--- src/shared/ddrcd_pkg.sv ---
// Package of the command decoder: command encodings, bank states, timing.
// Assumes one system clock mclk at 20 MHz shared by both ends.
package ddrcd_pkg;
  localparam int unsigned CLK_HZ = 20_000_000;
  localparam int unsigned BANKS = 8;
  localparam int unsigned BA_W = 3;
  localparam int unsigned ADDR_W = 13;
  localparam int unsigned DQ_W = 16;
  localparam int unsigned DM_W = 2;
  // Row precharge time in picoseconds, and its least count of cycles
  localparam int unsigned T_RP_PS = 13_090;
  localparam int unsigned PS_PER_S_DIV = 1_000_000;
  localparam int unsigned T_RP_CYC_RAW =
    (T_RP_PS * (CLK_HZ / PS_PER_S_DIV) + 999_999) / 1_000_000;
  localparam int unsigned T_RP_CYC = (T_RP_CYC_RAW < 1) ? 1 : T_RP_CYC_RAW;
  localparam int unsigned AP_BIT = 10;
  localparam int unsigned BC_BIT = 12;
  localparam int unsigned CNT_W = 4;

  // Command field order: {cs_n, ras_n, cas_n, we_n}
  localparam logic [3:0] PIN_ACT = 4'h3;
  localparam logic [3:0] PIN_PRE = 4'h2;
  localparam logic [3:0] PIN_WR = 4'h4;
  localparam logic [3:0] PIN_RD = 4'h5;
  localparam logic [3:0] PIN_MRS = 4'h0;
  localparam logic [3:0] PIN_NOP = 4'h7;
  localparam logic [3:0] PIN_REF = 4'h1;
  localparam logic [3:0] PIN_ZQ = 4'h6;

  typedef enum logic [3:0] {
    CMD_NONE = 4'b0000,
    CMD_ACT = 4'b0001,
    CMD_PRE = 4'b0010,
    CMD_PREA = 4'b0011,
    CMD_WR = 4'b0100,
    CMD_RD = 4'b0101,
    CMD_MRS = 4'b0110,
    CMD_REF = 4'b0111,
    CMD_SRE = 4'b1000,
    CMD_SRX = 4'b1001,
    CMD_PDE = 4'b1010,
    CMD_PDX = 4'b1011,
    CMD_ZQL = 4'b1100,
    CMD_ZQS = 4'b1101,
    CMD_ILL = 4'b1110
  } ddrcd_cmd_e;

  typedef enum logic [1:0] {
    BK_IDLE = 2'b00,
    BK_ACTIVE = 2'b01,
    BK_PRECH = 2'b10
  } ddrcd_bank_e;

  typedef enum logic [1:0] {
    PM_RUN = 2'b00,
    PM_PDOWN = 2'b01,
    PM_SREF = 2'b10
  } ddrcd_pwr_e;
endpackage

--- src/shared/ddrcd_if.sv ---
// Command pins between controller and memory device.
// Assumes both ends on mclk; the controller drives every signal.
`timescale 1ns/10ps
interface ddrcd_if;
  import ddrcd_pkg::*;
  logic cke;
  logic cs_n;
  logic ras_n;
  logic cas_n;
  logic we_n;
  logic [BA_W-1:0] ba;
  logic [ADDR_W-1:0] addr;
  logic [DM_W-1:0] dm;
  logic [DQ_W-1:0] dq;
  modport ctrl (output cke, cs_n, ras_n, cas_n, we_n, ba, addr, dm, dq);
  modport dev (input cke, cs_n, ras_n, cas_n, we_n, ba, addr, dm, dq);
endinterface

--- src/logic/ddrcd_device.sv ---
// Memory-device end: registers command pins, decodes, keeps bank states.
// Assumes the controller shares mclk and meets bank-state preconditions.
`timescale 1ns/10ps
module ddrcd_device
  import ddrcd_pkg::*;
#(
  parameter int unsigned NBANK = BANKS,
  parameter bit OTF_EN = 1'b1
)
(
  // Clock and reset
  input wire logic mclk,
  input wire logic arst_n,
  // Pins from the controller
  ddrcd_if.dev pins,
  // Decoded events
  output ddrcd_cmd_e cmd_q,
  output logic [BA_W-1:0] cmd_bank,
  output logic [ADDR_W-1:0] cmd_addr,
  output logic auto_pre,
  output logic burst_chop,
  output logic [DQ_W-1:0] wr_data,
  output logic [DM_W-1:0] wr_lane_en,
  output logic [2:0] mr_sel,
  output logic [ADDR_W-1:0] mr_op,
  output logic illegal,
  // Device status
  output ddrcd_pwr_e pwr_state,
  output logic [NBANK-1:0] bank_open,
  output logic all_idle
);
  // Bank state is sized by the bank-select width, so a different count cannot be served
  if (NBANK != BANKS)
  begin : g_bad_nbank
    $error("ddrcd_device: NBANK must equal bank-select range");
  end

  typedef struct packed {
    logic cke_p;
    logic cke;
    logic [3:0] pin;
    logic [BA_W-1:0] ba;
    logic [ADDR_W-1:0] a;
    logic [DM_W-1:0] dm;
    logic [DQ_W-1:0] dq;
    ddrcd_cmd_e cmd;
    logic [BA_W-1:0] obank;
    logic [ADDR_W-1:0] oaddr;
    logic ap;
    logic bc;
    logic [DQ_W-1:0] wd;
    logic [DM_W-1:0] wen;
    logic ill;
    ddrcd_pwr_e pwr;
    ddrcd_bank_e [BANKS-1:0] bk;
    logic [BANKS-1:0][CNT_W-1:0] rp;
  } ddrcd_dev_s;

  ddrcd_dev_s s_r;
  ddrcd_dev_s s_nxt;
  ddrcd_cmd_e dec;

  function automatic logic all_banks_idle(input ddrcd_bank_e [BANKS-1:0] b);
    logic ok;
    ok = 1'b1;
    for (int i = 0; i < BANKS; i++)
      ok = ok && (b[i] == BK_IDLE);
    return ok;
  endfunction

  ddrcd_classify u_cls (
    .cke_prev(s_r.cke_p),
    .cke_now(s_r.cke),
    .pins(s_r.pin),
    .ap(s_r.a[AP_BIT]),
    .cmd(dec)
  );

  always_comb
  begin
    s_nxt = s_r;
    // Pins captured on the clock's rising edge only
    s_nxt.cke_p = s_r.cke;
    s_nxt.cke = pins.cke;
    s_nxt.pin = {pins.cs_n, pins.ras_n, pins.cas_n, pins.we_n};
    s_nxt.ba = pins.ba;
    s_nxt.a = pins.addr;
    s_nxt.dm = pins.dm;
    s_nxt.dq = pins.dq;
    s_nxt.cmd = CMD_NONE;
    s_nxt.ill = 1'b0;
    s_nxt.wen = '0;
    // Precharge period counts down per bank
    for (int i = 0; i < BANKS; i++)
    begin
      if (s_r.bk[i] == BK_PRECH)
      begin
        if (s_r.rp[i] <= CNT_W'(1))
          s_nxt.bk[i] = BK_IDLE;
        else
          s_nxt.rp[i] = s_r.rp[i] - CNT_W'(1);
      end
    end
    if (s_r.pwr != PM_RUN)
    begin
      if (dec == CMD_PDX)
      begin
        s_nxt.pwr = PM_RUN;
        s_nxt.cmd = CMD_PDX;
      end
    end
    else
    begin
      s_nxt.cmd = dec;
      s_nxt.obank = s_r.ba;
      s_nxt.oaddr = s_r.a;
      s_nxt.ap = s_r.a[AP_BIT];
      // Chop when bit low; fixed setting reports eight
      s_nxt.bc = OTF_EN ? !s_r.a[BC_BIT] : 1'b0;
      unique case (dec)
        // Open row in the addressed bank
        CMD_ACT:
        begin
          if (s_r.bk[s_r.ba] == BK_IDLE)
            s_nxt.bk[s_r.ba] = BK_ACTIVE;
          else
            s_nxt.ill = 1'b1;
        end
        // Single bank precharge in any state
        CMD_PRE:
        begin
          s_nxt.bk[s_r.ba] = BK_PRECH;
          s_nxt.rp[s_r.ba] = CNT_W'(T_RP_CYC);
        end
        CMD_PREA:
        begin
          for (int i = 0; i < BANKS; i++)
          begin
            s_nxt.bk[i] = BK_PRECH;
            s_nxt.rp[i] = CNT_W'(T_RP_CYC);
          end
        end
        CMD_WR, CMD_RD:
        begin
          if (s_r.bk[s_r.ba] != BK_ACTIVE)
            s_nxt.ill = 1'b1;
          else
          begin
            if (dec == CMD_WR)
            begin
              s_nxt.wd = s_r.dq;
              // Each mask suppresses its own byte lane
              s_nxt.wen = ~s_r.dm;
            end
            // Auto-precharge puts the bank into precharge on the same edge as the access
            if (s_r.a[AP_BIT])
            begin
              s_nxt.bk[s_r.ba] = BK_PRECH;
              s_nxt.rp[s_r.ba] = CNT_W'(T_RP_CYC);
            end
          end
        end
        // Mode load, refresh, calibration: all idle
        CMD_MRS, CMD_REF, CMD_ZQL, CMD_ZQS:
          s_nxt.ill = !all_banks_idle(s_r.bk);
        CMD_SRE:
        begin
          if (all_banks_idle(s_r.bk))
            s_nxt.pwr = PM_SREF;
          else
            s_nxt.ill = 1'b1;
        end
        CMD_PDE:
          s_nxt.pwr = PM_PDOWN;
        CMD_ILL:
          s_nxt.ill = 1'b1;
        default:
          s_nxt.cmd = dec;
      endcase
    end
  end

  always_ff @(posedge mclk or negedge arst_n)
  begin
    if (!arst_n)
    begin
      s_r <= '0;
    end
    else
    begin
      s_r <= s_nxt;
    end
  end

  always_comb
  begin
    bank_open = '0;
    for (int i = 0; i < BANKS; i++)
      bank_open[i] = (s_r.bk[i] == BK_ACTIVE);
  end

  assign cmd_q = s_r.cmd;
  assign cmd_bank = s_r.obank;
  assign cmd_addr = s_r.oaddr;
  assign auto_pre = s_r.ap;
  assign burst_chop = s_r.bc;
  assign wr_data = s_r.wd;
  assign wr_lane_en = s_r.wen;
  assign mr_sel = s_r.obank;
  assign mr_op = s_r.oaddr;
  assign illegal = s_r.ill;
  assign pwr_state = s_r.pwr;
  assign all_idle = all_banks_idle(s_r.bk);
endmodule // ddrcd_device

--- src/logic/ddrcd_classify.sv ---
// Pure command classifier: pin levels and clock-enable pair to a command.
// Assumes registered inputs from the same clock domain.
`timescale 1ns/10ps
module ddrcd_classify
  import ddrcd_pkg::*;
(
  // Clock-enable pair
  input wire logic cke_prev,
  input wire logic cke_now,
  // Command pins
  input wire logic [3:0] pins,
  input wire logic ap
  ,
  // Decoded command
  output ddrcd_cmd_e cmd
);
  always_comb
  begin
    cmd = CMD_ILL;
    if (!cke_prev && cke_now)
    begin
      if (pins[3] || pins == PIN_NOP)
        cmd = CMD_PDX;
    end
    else if (cke_prev && !cke_now)
    begin
      if (pins == PIN_REF)
        cmd = CMD_SRE;
      else if (pins[3] || pins == PIN_NOP)
        cmd = CMD_PDE;
    end
    else if (!cke_prev)
      cmd = CMD_NONE;
    else if (pins[3])
      cmd = CMD_NONE;
    else
    begin
      unique case (pins)
        PIN_ACT: cmd = CMD_ACT;
        PIN_PRE: cmd = ap ? CMD_PREA : CMD_PRE;
        PIN_WR: cmd = CMD_WR;
        PIN_RD: cmd = CMD_RD;
        PIN_MRS: cmd = CMD_MRS;
        PIN_REF: cmd = CMD_REF;
        PIN_ZQ: cmd = ap ? CMD_ZQL : CMD_ZQS;
        PIN_NOP: cmd = CMD_NONE;
        default: cmd = CMD_ILL;
      endcase
    end
  end
endmodule // ddrcd_classify

--- src/flat_wrapper.sv ---
// flat-port wrapper written by rule: the top's interface ports become plain ports
module ddrcd_device_flat import ddrcd_pkg::*;
#(
  parameter int unsigned NBANK = BANKS,
  parameter bit OTF_EN = 1'b1
)
  (mclk, arst_n, cmd_q, cmd_bank, cmd_addr, auto_pre, burst_chop, wr_data, wr_lane_en, mr_sel, mr_op, illegal, pwr_state, bank_open, all_idle, pins_cke, pins_cs_n, pins_ras_n, pins_cas_n, pins_we_n, pins_ba, pins_addr, pins_dm, pins_dq);
  ddrcd_if pins_i ();
  input wire logic mclk;
  input wire logic arst_n;
  output ddrcd_cmd_e cmd_q;
  output logic [BA_W-1:0] cmd_bank;
  output logic [ADDR_W-1:0] cmd_addr;
  output logic auto_pre;
  output logic burst_chop;
  output logic [DQ_W-1:0] wr_data;
  output logic [DM_W-1:0] wr_lane_en;
  output logic [2:0] mr_sel;
  output logic [ADDR_W-1:0] mr_op;
  output logic illegal;
  output ddrcd_pwr_e pwr_state;
  output logic [NBANK-1:0] bank_open;
  output logic all_idle;
  input wire logic [$bits(pins_i.cke)-1:0] pins_cke;
  input wire logic [$bits(pins_i.cs_n)-1:0] pins_cs_n;
  input wire logic [$bits(pins_i.ras_n)-1:0] pins_ras_n;
  input wire logic [$bits(pins_i.cas_n)-1:0] pins_cas_n;
  input wire logic [$bits(pins_i.we_n)-1:0] pins_we_n;
  input wire logic [$bits(pins_i.ba)-1:0] pins_ba;
  input wire logic [$bits(pins_i.addr)-1:0] pins_addr;
  input wire logic [$bits(pins_i.dm)-1:0] pins_dm;
  input wire logic [$bits(pins_i.dq)-1:0] pins_dq;
  assign pins_i.cke = pins_cke;
  assign pins_i.cs_n = pins_cs_n;
  assign pins_i.ras_n = pins_ras_n;
  assign pins_i.cas_n = pins_cas_n;
  assign pins_i.we_n = pins_we_n;
  assign pins_i.ba = pins_ba;
  assign pins_i.addr = pins_addr;
  assign pins_i.dm = pins_dm;
  assign pins_i.dq = pins_dq;
  ddrcd_device #(.NBANK(NBANK), .OTF_EN(OTF_EN)) u_core (.mclk(mclk), .arst_n(arst_n), .pins(pins_i), .cmd_q(cmd_q), .cmd_bank(cmd_bank), .cmd_addr(cmd_addr), .auto_pre(auto_pre), .burst_chop(burst_chop), .wr_data(wr_data), .wr_lane_en(wr_lane_en), .mr_sel(mr_sel), .mr_op(mr_op), .illegal(illegal), .pwr_state(pwr_state), .bank_open(bank_open), .all_idle(all_idle));
endmodule
--- config.mk ---
export PLATFORM = sky130hd
export DESIGN_NAME = ddrcd_device_flat
export DESIGN_NICKNAME = d
export VERILOG_FILES = /design/src/shared/ddrcd_pkg.sv /design/src/shared/ddrcd_if.sv /design/src/logic/ddrcd_device.sv /design/src/logic/ddrcd_classify.sv /design/src/flat_wrapper.sv
export SDC_FILE = /design/constraint.sdc
export NUM_CORES = 1
export LEC_CHECK = 0
export BUFFER_PORTS_ARGS = -buffer_cell sky130_fd_sc_hd__buf_2
export CORE_ASPECT_RATIO = 1.75
export CORE_MARGIN = 3
export CORE_UTILIZATION = 45
export CTS_BUF_LIST = sky130_fd_sc_hd__clkbuf_16
export CTS_CLUSTER_SIZE = 14
export DETAILED_ROUTE_END_ITERATION = 10
export PLACE_DENSITY = 0.77
export SYNTH_ARGS = -nofsm -noshare
export SYNTH_HDL_FRONTEND = slang
export SYNTH_SLANG_ARGS = --single-unit
--- constraint.sdc ---
create_clock -name mclk -period 5.8 [get_ports mclk]
set_input_delay 0.58 -clock mclk [delete_from_list [all_inputs] [get_ports mclk]]
set_output_delay 0.58 -clock mclk [all_outputs]
set_load 0.03 [all_outputs]
==> impl_metrics.json <==
{
  "status": "finished clean",
  "area_delta_synth_final_pct": 14.0,
  "power.leakage_uw": 0.00341,
  "cts_root_buf": "clkbuf_16",
  "switchingPower_uw": 899,
  "core_area_um2": 13500,
  "io_pins": 109,
  "wl_um": 14000,
  "stdcell_count": 859,
  "clockPowerShare_pct": 40.7,
  "syn_area_per_cell_um2": 10.2,
  "antenna_found_initial": 0,
  "layout_commonest_cell": "dfrtp_1",
  "relSlewSlack_pct": 29.6,
  "slew_viol_final": 0,
  "first_pass_iters": 5,
  "crit_family": "simple AND/OR/NAND/NOR gates",
  "track_usage_pct": 19.0,
  "cts_buffer_depth": 2,
  "grt_setup_unrepaired": "no",
  "worstPathRequired_ns": 6.09,
  "reg2reg_depth": 6,
  "wl_per_cell_um": 16.3,
  "endpoint_kind": "register",
  "p_sw_share_pct": 32.4,
  "die_h_um": 163,
  "cts_setup_buffers": 0,
  "drtIter0Drc": 285,
  "hold_class": "input pin to async pin",
  "fin_hold_ws_ns": 0.159,
  "synth_top_cell_by_area": "dfrtp_1",
  "seq_area_frac_synth_pct": 51.6,
  "cp_max_fo": 19,
  "grt_max_degree": 87,
  "io_buffer_count": 108,
  "ir_worst_vdd_v": 0.000202,
  "crit_slowest_cell": "nor3_4",
  "synthCells": 617,
  "vias": 4660,
  "dp_hpwl_um": 10400,
  "route.detailed.drc": 0,
  "rr_startpoint": "u_core.s_r[124]",
  "rrSetupSlack_ns": 2.70,
  "synth_edf_count": 0,
  "cp_cell_sequence": "inv_1 -> a31oi_1 -> and3_2 -> nand2_4 -> nor3_4 -> mux2_2",
  "synth_seq_cells": 130,
  "cp_num_buf_inv": 1,
  "max_cap_violations": 0,
  "grt_pass1_vias": 4721,
  "tightest_slew_ns": 1.05,
  "grt_overflow": 0,
  "worst_ep_arrival_time_ns": 3.38,
  "r2r_end": "u_core.wr_data[4]",
  "synth_area_leaders": "dfrtp_1 52%, buf_4 6.7%, nand2_1 4.4%, nor2_1 3.9%, ha_1 3.2%",
  "die_width_um": 95.4,
  "cts_buffers": 17,
  "path_clk_slew_ns": 0.06,
  "cts_sinks": 130,
  "fin_crit_sh_pct": 53.4,
  "critical_path.startpoint": "u_core.s_r[124]",
  "cts_resized": 0,
  "nFillCells": 1216,
  "layout_common_cells": "130 x dfrtp_1, 107 x buf_2, 74 x nand2_1, 65 x nor2_1, 31 x inv_1",
  "clock_latency_ns": 0.41,
  "htree_levels": 4,
  "p_int_uw": 1880,
  "finClkSkew_ns": 0.00808,
  "synth_cell_type_count": 69,
  "slowest_delay_ns": 0.86,
  "initial_core_util_pct": 46.6,
  "cts_tree": "built",
  "netlist_area_um2": 6300,
  "vias_per_cell": 5.42,
  "final-hold-violation-count": 0,
  "dp_cells": 827,
  "grt_first_pass_wirelength_um": 22900,
  "gp_congestion": 0.888,
  "seq_power_share_pct": 38.4,
  "yosys_warnings": 0,
  "setup_viol": 0,
  "fin_crit_ns": 3.10,
  "power_uw": 2780,
  "antennaDiodeCount": 0,
  "rows": 56,
  "synth.top_cell.area_share_pct": 51.6,
  "async_reset_ff_share_pct": 100,
  "fmax_ghz": 0.323,
  "drive_gt1_share_pct": 25.0,
  "tns_ns": 0,
  "power_density_nw_per_um2": 387,
  "syn_nets": 674,
  "path_class": "register to register",
  "ant_nets": 0,
  "final_util_pct": 53.1,
  "start_kind": "register",
  "ys.flop_type": "dfrtp_1",
  "combPwrFrac_pct": 20.9,
  "fp.dieArea_um2": 15500,
  "cts_hold_buf": 0,
  "nets": 729
}
state kept, by name, summed over array words and instances (netlist names):
name               count
u_core.wr_lane_en      2
u_core.cmd_addr       13
u_core.s_r            87
u_core.s_nxt           1
u_core.illegal         1
u_core.wr_data        16
u_core.burst_chop      1
u_core.pwr_state       2
u_core.cmd_bank        3
u_core.cmd_q           4
logic make-up after synthesis:
kind of cell | Yosys count | synth area share [%]
buffers and inverters | 104 | 10.1
AOI/OAI and AO/OA | 108 | 11.5
and+or+nand+nor | 227 | 17.7
adders and majority gates | 16 | 3.18
DFF | 130 | 51.6
xor gates and xnor gates | 9 | 1.25
muxes | 23 | 4.59
cell type report:
class	instances	area (um2)	area share (%)
Sequential cell	130	3250	45.3
Multi-Input combinational cell	383	2410	33.6
Timing Repair Buffer	110	558	7.77
Clock buffer	17	425	5.92
Tap cell	174	218	3.03
Clock inverter	15	206	2.87
Inverter	30	113	1.57
synthesized netlist by cell type (3+ instances only):
master	instances
o22ai_1	7
o21ai_0	20
buf_2	9
ha_1	16
nor3b_1	11
a31oi_1	5
inv_1	30
nor4_1	8
nor2b_1	7
xnor2_1	9
buf_4	56
a211oi_1	7
nand2b_1	4
mux2i_1	6
mux2_4	10
nor3_1	16
a21oi_1	28
o31ai_1	3
o21bai_1	3
dfrtp_1	130
o21a_1	3
mux2_2	7
nand4_1	3
o211ai_1	7
o41ai_1	4
nand3_1	12
clkbuf_1	6
nand2_1	74
or4_1	4
nor2_1	65
nand4b_1	3
stage by stage:
step	setup WS (ns)	cell area (um2)
after floorplan	3.52	6300
after global placement	2.81	6550
after detailed placement	2.66	6550
after CTS	2.66	7180
after global routing	2.45	7180
final	2.70	7180
power by group through the flow:
stage	logic (uW)	registers, uW	clock network (uW)
detailed placement	584	1080	0
floorplan	557	1070	0
CTS	586	1070	1150
global placement	575	1080	0
global route	629	1080	1200
finish	580	1070	1130
metal layers:
metal / up-vias / wire length (um) / track usage, %
met1: 2280 / 5280 / 21.1
met3: 31 / 777 / 4.53
met2: 157 / 7560 / 34.1
met5: - / 0 / 0
li1: 2192 / - / -
met4: 0 / 351 / 7.71
worst max path at each step:
stage,endpoint,slack [ns],cells after the start
after floorplan,u_core.wr_data[10],3.52,8
after global placement,u_core.wr_data[15],2.81,6
after detailed placement,u_core.wr_data[4],2.66,6
after CTS,u_core.wr_data[4],2.66,6
after global routing,u_core.wr_data[4],2.45,6
final,u_core.wr_data[4],2.70,6
(Power assumes the default switching activity.)
